`src/dupc_defines.svh`:
```
// Register map, field positions and reset values for the UART pin control.
// Assumes APB with 32-bit data; each register is one aligned word.
`ifndef DUPC_DEFINES_SVH
`define DUPC_DEFINES_SVH

`define DUPC_ADDR_W 8
`define DUPC_OFF_MCR_A 8'h00
`define DUPC_OFF_MCR_B 8'h04
`define DUPC_OFF_EFR_A 8'h08
`define DUPC_OFF_EFR_B 8'h0c
`define DUPC_OFF_IOCTL 8'h10
`define DUPC_OFF_PINS 8'h14

`define DUPC_MCR_RTS_BIT 1
`define DUPC_MCR_LOOP_BIT 4
`define DUPC_EFR_ARTS_BIT 6
`define DUPC_IOC_GRP1_BIT 1
`define DUPC_IOC_GRP2_BIT 2

`define DUPC_MCR_RST 8'h00
`define DUPC_EFR_RST 8'h00
`define DUPC_IOC_RST 8'h00

`endif

```
`src/dupc_pkg.sv`:
```
// Types shared by the pin control block.
// Assumes dupc_defines.svh is compiled alongside.
package dupc_pkg;
	typedef struct packed {
		logic loopback;
		logic rts_bit;
		logic auto_rts;
	} dupc_chan_cfg_t;

	typedef struct packed {
		logic serial_out;
		logic send_request_n;
	} dupc_chan_pins_t;
endpackage

```
`src/dupc_top.sv`:
```
// Pin control for the two channels of a dual UART, with APB registers.
// Assumes a 20 MHz clock; core side signals synchronous to it.
`timescale 1ns/1ns
`include "dupc_defines.svh"
module dupc_top #(
	parameter int GRP_W = 4
) (
	// Clock and reset
	input wire logic clock,
	input wire logic rstn,
	// APB slave
	input wire logic psel,
	input wire logic penable,
	input wire logic pwrite,
	input wire logic [`DUPC_ADDR_W-1:0] paddr,
	input wire logic [31:0] pwdata,
	output logic [31:0] prdata,
	output logic pready,
	output logic pslverr,
	// Channel A core and pins
	input wire logic chan_a_core_tx,
	input wire logic chan_a_rx_ready,
	output logic chan_a_core_rx,
	input wire logic chan_a_serial_in,
	output logic chan_a_serial_out,
	output logic chan_a_send_request_n,
	// Channel B core and pins
	input wire logic chan_b_core_tx,
	input wire logic chan_b_rx_ready,
	output logic chan_b_core_rx,
	input wire logic chan_b_serial_in,
	output logic chan_b_serial_out,
	output logic chan_b_send_request_n,
	// Shared pins, group one (modem inputs of channel A)
	input wire logic [GRP_W-1:0] grp1_pin_in,
	output logic [GRP_W-1:0] grp1_pin_out,
	output logic [GRP_W-1:0] grp1_pin_oe,
	output logic [GRP_W-1:0] grp1_modem_in,
	output logic chan_a_ring_indicator,
	// Shared pins, group two (modem inputs of channel B)
	input wire logic [GRP_W-1:0] grp2_pin_in,
	output logic [GRP_W-1:0] grp2_pin_out,
	output logic [GRP_W-1:0] grp2_pin_oe,
	output logic [GRP_W-1:0] grp2_modem_in,
	// Prog io levels seen by the core
	output logic [2*GRP_W-1:0] prog_io_in
);
	initial begin
		if (GRP_W < 1 || GRP_W > 8)
			$error("GRP_W must be 1 to 8");
	end

	localparam int IO_W = 2 * GRP_W;

	logic [7:0] mcr_a_ff, mcr_b_ff, efr_a_ff, efr_b_ff, ioctl_ff;
	logic [IO_W-1:0] io_out_ff, io_dir_ff;
	logic [31:0] nxt_prdata;
	logic setup;
	logic access;
	logic wr;
	logic hit;
	logic grp1_io;
	logic grp2_io;
	logic [IO_W-1:0] io_pins;
	dupc_pkg::dupc_chan_cfg_t cfg_a, cfg_b;
	dupc_pkg::dupc_chan_pins_t pins_a, pins_b;
	logic [IO_W-1:0] nxt_oe;

	function automatic dupc_pkg::dupc_chan_cfg_t chan_cfg(
		input logic [7:0] modem_ctrl_reg,
		input logic [7:0] enhanced_features_reg
	);
		dupc_pkg::dupc_chan_cfg_t c;
		c.loopback = modem_ctrl_reg[`DUPC_MCR_LOOP_BIT];
		c.rts_bit = modem_ctrl_reg[`DUPC_MCR_RTS_BIT];
		c.auto_rts = enhanced_features_reg[`DUPC_EFR_ARTS_BIT];
		return c;
	endfunction

	// Zero wait state: answer in the access phase
	assign setup = psel & ~penable;
	assign access = psel & penable;
	assign wr = access & pready & pwrite;
	assign hit = (paddr == `DUPC_OFF_MCR_A) | (paddr == `DUPC_OFF_MCR_B) |
		(paddr == `DUPC_OFF_EFR_A) | (paddr == `DUPC_OFF_EFR_B) |
		(paddr == `DUPC_OFF_IOCTL) | (paddr == `DUPC_OFF_PINS);

	assign grp1_io = ~ioctl_ff[`DUPC_IOC_GRP1_BIT];
	assign grp2_io = ~ioctl_ff[`DUPC_IOC_GRP2_BIT];
	assign io_pins = {grp2_pin_in, grp1_pin_in};
	assign nxt_oe = io_dir_ff &
		{{GRP_W{grp2_io}}, {GRP_W{grp1_io}}};

	assign cfg_a = chan_cfg(mcr_a_ff, efr_a_ff);
	assign cfg_b = chan_cfg(mcr_b_ff, efr_b_ff);

	always_comb begin
		nxt_prdata = 32'h0000_0000;
		unique case (paddr)
			`DUPC_OFF_MCR_A: nxt_prdata[7:0] = mcr_a_ff;
			`DUPC_OFF_MCR_B: nxt_prdata[7:0] = mcr_b_ff;
			`DUPC_OFF_EFR_A: nxt_prdata[7:0] = efr_a_ff;
			`DUPC_OFF_EFR_B: nxt_prdata[7:0] = efr_b_ff;
			`DUPC_OFF_IOCTL: nxt_prdata[7:0] = ioctl_ff;
			`DUPC_OFF_PINS: nxt_prdata[IO_W-1:0] = io_pins;
			default: nxt_prdata = 32'h0000_0000;
		endcase
	end

	// Writes commit at the access edge, where the master sees pready
	always_ff @(posedge clock or negedge rstn) begin
		if (!rstn) begin
			mcr_a_ff <= `DUPC_MCR_RST;
			mcr_b_ff <= `DUPC_MCR_RST;
			efr_a_ff <= `DUPC_EFR_RST;
			efr_b_ff <= `DUPC_EFR_RST;
			ioctl_ff <= `DUPC_IOC_RST;
		end else if (wr) begin
			if (paddr == `DUPC_OFF_MCR_A)
				mcr_a_ff <= pwdata[7:0];
			if (paddr == `DUPC_OFF_MCR_B)
				mcr_b_ff <= pwdata[7:0];
			if (paddr == `DUPC_OFF_EFR_A)
				efr_a_ff <= pwdata[7:0];
			if (paddr == `DUPC_OFF_EFR_B)
				efr_b_ff <= pwdata[7:0];
			if (paddr == `DUPC_OFF_IOCTL)
				ioctl_ff <= pwdata[7:0];
		end
	end

	// Pin register: low half output levels, high half directions
	always_ff @(posedge clock or negedge rstn) begin
		if (!rstn) begin
			io_out_ff <= '0;
			io_dir_ff <= '0;
		end else if (wr && paddr == `DUPC_OFF_PINS) begin
			io_out_ff <= pwdata[IO_W-1:0];
			io_dir_ff <= pwdata[16+IO_W-1:16];
		end
	end

	always_ff @(posedge clock or negedge rstn) begin
		if (!rstn) begin
			prdata <= 32'h0000_0000;
			pready <= 1'b0;
			pslverr <= 1'b0;
		end else begin
			pready <= setup;
			pslverr <= setup & ~hit;
			prdata <= (setup & ~pwrite) ? nxt_prdata : 32'h0000_0000;
		end
	end

	// Modem inputs idle high when the group is used as plain io
	always_ff @(posedge clock or negedge rstn) begin
		if (!rstn) begin
			grp1_pin_out <= '0;
			grp1_pin_oe <= '0;
			grp2_pin_out <= '0;
			grp2_pin_oe <= '0;
			grp1_modem_in <= '1;
			grp2_modem_in <= '1;
			chan_a_ring_indicator <= 1'b1;
			prog_io_in <= '0;
		end else begin
			grp1_pin_out <= io_out_ff[GRP_W-1:0];
			grp2_pin_out <= io_out_ff[IO_W-1:GRP_W];
			grp1_pin_oe <= nxt_oe[GRP_W-1:0];
			grp2_pin_oe <= nxt_oe[IO_W-1:GRP_W];
			grp1_modem_in <= grp1_io ? '1 : grp1_pin_in;
			grp2_modem_in <= grp2_io ? '1 : grp2_pin_in;
			chan_a_ring_indicator <= grp1_io ? 1'b1 :
				grp1_pin_in[GRP_W-1];
			prog_io_in <= io_pins;
		end
	end

	dupc_chan_pins u_chan_a (
		.clock(clock),
		.rstn(rstn),
		.cfg(cfg_a),
		.core_tx(chan_a_core_tx),
		.core_rx_ready(chan_a_rx_ready),
		.core_rx(chan_a_core_rx),
		.pin_rx(chan_a_serial_in),
		.pins(pins_a)
	);

	dupc_chan_pins u_chan_b (
		.clock(clock),
		.rstn(rstn),
		.cfg(cfg_b),
		.core_tx(chan_b_core_tx),
		.core_rx_ready(chan_b_rx_ready),
		.core_rx(chan_b_core_rx),
		.pin_rx(chan_b_serial_in),
		.pins(pins_b)
	);

	assign chan_a_serial_out = pins_a.serial_out;
	assign chan_a_send_request_n = pins_a.send_request_n;
	assign chan_b_serial_out = pins_b.serial_out;
	assign chan_b_send_request_n = pins_b.send_request_n;
endmodule

```
`src/dupc_chan_pins.sv`:
```
// Pin steering for one serial channel: loopback and send request.
// Assumes inputs synchronous to clock; outputs are registered.
`timescale 1ns/1ns
module dupc_chan_pins (
	// Clock and reset
	input wire logic clock,
	input wire logic rstn,
	// Configuration
	input wire dupc_pkg::dupc_chan_cfg_t cfg,
	// Core side
	input wire logic core_tx,
	input wire logic core_rx_ready,
	output logic core_rx,
	// Pins
	input wire logic pin_rx,
	output dupc_pkg::dupc_chan_pins_t pins
);
	logic nxt_core_rx;
	logic nxt_tx;
	logic nxt_rts_n;
	logic rts_active;

	assign nxt_core_rx = cfg.loopback ? core_tx : pin_rx;
	// Idle line level keeps the far end quiet during loopback
	assign nxt_tx = cfg.loopback ? 1'b1 : core_tx;
	// Auto mode also needs receiver room before asserting
	assign rts_active = cfg.rts_bit &
		(~cfg.auto_rts | core_rx_ready);
	assign nxt_rts_n = ~rts_active;

	always_ff @(posedge clock or negedge rstn) begin
		if (!rstn) begin
			core_rx <= 1'b1;
			pins.serial_out <= 1'b1;
			pins.send_request_n <= 1'b1;
		end else begin
			core_rx <= nxt_core_rx;
			pins.serial_out <= nxt_tx;
			pins.send_request_n <= nxt_rts_n;
		end
	end
endmodule

```
`config.mk`:
```
export PLATFORM = sky130hd
export DESIGN_NAME = dupc_top
export DESIGN_NICKNAME = d
export VERILOG_FILES = /design/src/dupc_pkg.sv /design/src/dupc_top.sv /design/src/dupc_chan_pins.sv
export VERILOG_INCLUDE_DIRS = /design/src
export SDC_FILE = /design/constraint.sdc
export NUM_CORES = 1
export LEC_CHECK = 0
export BUFFER_PORTS_ARGS = -buffer_cell sky130_fd_sc_hd__buf_2
export CORE_ASPECT_RATIO = 1.25
export CORE_MARGIN = 4
export CORE_UTILIZATION = 45
export CTS_CLUSTER_SIZE = 24
export DETAILED_ROUTE_END_ITERATION = 7
export PLACE_DENSITY = 0.78
export SLEW_MARGIN = 20
export SYNTH_ARGS = -nofsm -noshare
export SYNTH_HDL_FRONTEND = slang
export SYNTH_HIERARCHICAL = 1
export SYNTH_SLANG_ARGS = --single-unit
```
`constraint.sdc`:
```
create_clock -name clock -period 4.3 [get_ports clock]
set_clock_uncertainty 0.15 [all_clocks]
set_input_delay 0.86 -clock clock [delete_from_list [all_inputs] [get_ports clock]]
set_output_delay 0.86 -clock clock [all_outputs]
set_load 0.1 [all_outputs]
```
## Yosys cells after proc, flatten, opt, wreduce, memory -nomap -nowiden

Cells that the tools add are included.

| storage, ports and cells | value |
|---|---|
| flip-flop bits (word level) | 105 |
| bits of input ports | 59 |
| output and inout port bits | 73 |
| word-level logic and storage cells | 70 |

| operators by class | value |
|---|---|
| eq/ne operators | 5 |
| muxes and demuxes | 9 |
| bitwise logic cells | 25 |
| reductions and logical operators | 7 |

Operator list:

| operator | number |
|---|---|
| case mux 8 bit (6 select lines) | 1 |
| == test 8 x 4 -> 1 bit (second input constant) | 2 |
| == test 8 x 5 -> 1 bit (second input constant) | 2 |
| AND reduction 2 bit | 5 |
| NOT 1 bit | 9 |
| AND 1 bit | 8 |
| AND 8 bit | 1 |
| == test 8 x 3 -> 1 bit (second input constant) | 1 |
| logical NOT 8 bit | 1 |
| 2-to-1 mux 4 bit | 2 |
| 2-to-1 mux 8 bit | 1 |
| OR 1 bit | 7 |
| 2-to-1 mux 1 bit | 5 |
| logical AND 1 bit | 1 |

## Logic depth before layout (Yosys ltp)

| logic depth | value |
|---|---|
| word-level depth | 8 |
| gate-level depth with buffers | 6 |

## Hierarchy

Netlist, hierarchy kept.

Modules (own cells, without submodules):

| module | instances | cells an instance | area an instance (um^2) | seq. area each (um^2) |
|---|---|---|---|---|
| dupc_top | 1 | 260 | 4068.9 | 2462.4 |
| dupc_chan_pins | 2 | 7 | 108.9 | 78.8 |

## Least setup slack after synthesis

Ideal clock, no wire load.

| path | value |
|---|---|
| kind | register -> register |
| start | reg pready |
| end | reg io_dir_ff[4] |
| library setup time | 125 ps |
| arrival | 2614 ps |
| required time | 4025 ps |
| path slack | 1410 ps |
| cell stages (with the launch flop) | 6 |
| path buffers | 2 |
| path through | dfrtp_1 > nand4_1 > or4_4 > buf_6 > buf_12 > mux2_4 |

| between the ends | value |
|---|---|
| cells in the longest elaborated chain, start to end | 3 |

Ends and longest elaborated chain:

| element | line | source |
|---|---|---|
| start: declaration | dupc_top.sv:18 | `output logic pready,` |
| start signal: assignment | dupc_top.sv:149 | `pready <= setup;` |
| AND 1 bit (2 in a row) | dupc_top.sv:83 | `assign wr = access & pready & pwrite;` |
| logical AND 1 bit (no line) | -- |  |
| end signal: assignment | dupc_top.sv:139 | `io_dir_ff <= pwdata[16+IO_W-1:16];` |
| end: declaration | dupc_top.sv:56 | `logic [IO_W-1:0] io_out_ff, io_dir_ff;` |

No other way between the ends.
A chain may end at the register's enable or synchronous reset.

## Worst setup path in the final report

| path | value |
|---|---|
| start | in paddr[2] |
| end | reg mcr_b_ff[0] |

| between the ends | value |
|---|---|
| cells in the longest elaborated chain, start to end | 2 |

Ends and longest elaborated chain:

| element | line | source |
|---|---|---|
| start: declaration | dupc_top.sv:15 | `` input wire logic [`DUPC_ADDR_W-1:0] paddr, `` |
| == test 8 x 3 -> 1 bit | -- |  |
| AND reduction 2 bit (no line) | -- |  |
| end signal: assignment | dupc_top.sv:114 | `` mcr_b_ff <= `DUPC_MCR_RST; `` |
| end signal: assignment | dupc_top.sv:122 | `mcr_b_ff <= pwdata[7:0];` |
| end: declaration | dupc_top.sv:55 | `logic [7:0] mcr_a_ff, mcr_b_ff, efr_a_ff, efr_b_ff, ioctl_ff;` |

No other way between the ends.

==> reports/metrics.yaml <==
fill_cells: 773
p_total_mw: 2.04
worstSetupEndpointType: "flip-flop"
drive_gt1_frac: 0.527
hold_buffers: 0
yosys.area.top_type: "dfrtp_1"
cts_tree: "built"
io_buffers: 91
synth_area_mm2: 0.00429
grt_usage: 0.157
num_rows: 39
rr_endpoint: "mcr_b_ff[0]"
netlist_instances: 274
htree_levels: 3
finalHoldViolCount: 0
dieArea_mm2: 0.0112
reg2regPathDepth: 3
core_area_mm2: 0.00922
clkLatencyLatePin_ps: 340
grt-ovfl-total: 0
power.density_mw_per_mm2: 404
cts.path.max_buffers: 2
worstReg2RegStart: "pready"
hp-class: "reg2reg"
startpoint_type: "primary input"
fin_crit_sh: 0.639
relSlewSlack: 0.457
die_w_um: 95.3
ios: 132
synth_area_per_cell_um2: 15.6
cap_violations: 0
cts_buffers: 9
synth_async_sr_flop_share: 1.00
path_class: "in2reg"
clk_pin_slew_worst_paths_ps: 70
final_area_mm2: 0.00504
grt_pass1_vias: 2555
initial_core_util: 0.465
antenna_found_initial: 0
slew_viol_final: 0
synth_edf_count: 0
ff2ff_setup_slack_ps: 1990
period_minus_slack_ps: 2750
worst_pin_slew_ps: 807
multi_input_area_mm2: 0.00146
vias: 2418
place.gp.congestion: 0.747
routedWlPerCell_um: 16.5
regArea_mm2: 0.00262
yosysSeqAreaShare: 0.611
die_y_um: 117
drt_iter0_markers: 67
finalSetupViolations: 0
dpl_cell_area_mm2: 0.00474
startpoint: "paddr[2]"
total_leakage_power_nw: 2.58
hpwlAfterDp_um: 5620
diodes: 0
outcome: "completed"
critPathCapture: "mcr_b_ff[0]"
finalNetCount: 426
vias_per_cell: 4.88
areaGrowthSynthToFinish_pct: 17.6
ctsRootBufferMaster: "clkbuf_16"
synth.top_cell.area_share: 0.525
synth_most_common_cell: "dfrtp_1"
arrival_ps: 2820
grt_pass1_wl_um: 13000
ys_dominant_reg_cell: "dfrtp_1"
fin_util: 0.547
grt_max_degree: 39
drtAntennaViolNets: 0
max_clock_freq_ghz: 0.364
dr.pass1.iters: 4
ir_worst_vdd_mv: 0.172
cts_setup_buffers: 0
drc: 0
clkSinkCount: 104
critical_path_required_ps: 4370
finalSetupTns_ps: 0
synth-seq-cells: 104
cp_max_fo: 20
cts-resized-gates: 0
grt_setup_unrepaired: "no"
synth_area_leaders: "dfrtp_1, mux2_2, dfstp_2"
whs_ps: 228
totalWireLength_um: 8170
synth_warnings: 6
synthTopCellsByCount: "dfrtp_1, mux2_2, buf_4, dfstp_2, mux2_4"
netlist-cell-type-count: 35
-- flip-flops by register name, summed over array words and instances, names as in the netlist --
register and count:
efr_a_ff 8, efr_b_ff 8, io_dir_ff 8, io_out_ff 8
ioctl_ff 8, mcr_a_ff 8, mcr_b_ff 8, prdata 8
prog_io_in 8, grp1_pin_oe 4, grp1_pin_out 4, grp2_modem_in 4
grp2_pin_oe 4, grp2_pin_out 4, grp1_modem_in 3, u_chan_a/pins 2
u_chan_b/pins 2, chan_a_ring_indicator 1, pready 1, pslverr 1
u_chan_a/core_rx 1, u_chan_b/core_rx 1
-- worst min path at each step --
| stage | start | endpoint | slack [ps] | depth (start not counted) |
|---|---|---|---|---|
| floorplan | io_out_ff[7] | grp2_pin_out[3] | 200 | 0 |
| finish | io_out_ff[7] | grp2_pin_out[3] | 230 | 0 |
| detailed placement | io_out_ff[7] | grp2_pin_out[3] | 210 | 0 |
| global placement | io_out_ff[7] | grp2_pin_out[3] | 210 | 0 |
| global route | io_out_ff[7] | grp2_pin_out[3] | 240 | 0 |
| CTS | io_out_ff[7] | grp2_pin_out[3] | 230 | 0 |
-- where the power goes --
part | internal, mW | switching (mW) | leakage, nW
logic | 0.0365 | 0.201 | 1.05
registers | 0.990 | 0.00324 | 1.38
clock network | 0.466 | 0.341 | 0.145
total | 1.49 | 0.545 | 2.58
-- cells by family (layout without fill, tap and decap cells) --
logic type	after synthesis	after routing	synth area share
flip-flops	104	104	0.611
AND/OR/NAND/NOR	40	40	0.0762
AO/OA/AOI/OAI	12	12	0.0198
buffers and inverters	43	118	0.0677
other	1	24	0.000875
multiplexers	74	74	0.224
-- worst max-delay path: stages --
cell and delay, ps:
buf_2 520, inv_1 210, or4_1 840, mux2_2 370
-- per-stage QoR --
stage                     setup WS (ps)  std cells
after detailed placement           1160        479
after CTS                          1530        495
after global placement             1230        479
final                              1550        495
after global routing               1460        495
after floorplan                    1410        297
-- placed cells by master, fill, tap and decap left out, types with 3 or more instances in the layout --
cell / instances
dfrtp_1: 90
buf_2: 90
mux2_2: 44
conb_1: 24
dfstp_2: 14
mux2_4: 12
nor2b_1: 9
inv_1: 9
clkbuf_16: 9
nand2b_1: 8
mux4_2: 8
mux2i_1: 6
o32ai_1: 6
nand3_1: 4
nor4_4: 4
mux2_1: 4
or2_2: 3
a21oi_1: 3
buf_4: 3
-- cell type report --
class	instances	share of cell area
inverters	9	0.00670
repair buffers	93	0.0938
well taps	123	0.0305
clock inverters	5	0.0112
multi-input cells	150	0.290
flip-flops and latches	104	0.520
clock buffers	11	0.0481
-- routing by layer --
metal,global-route usage,part of all wire
met1,0.183,0.39
met5,0,0
met4,0.0577,0.013
met2,0.275,0.54
met3,0.0416,0.056
(Power assumes the default switching activity.)
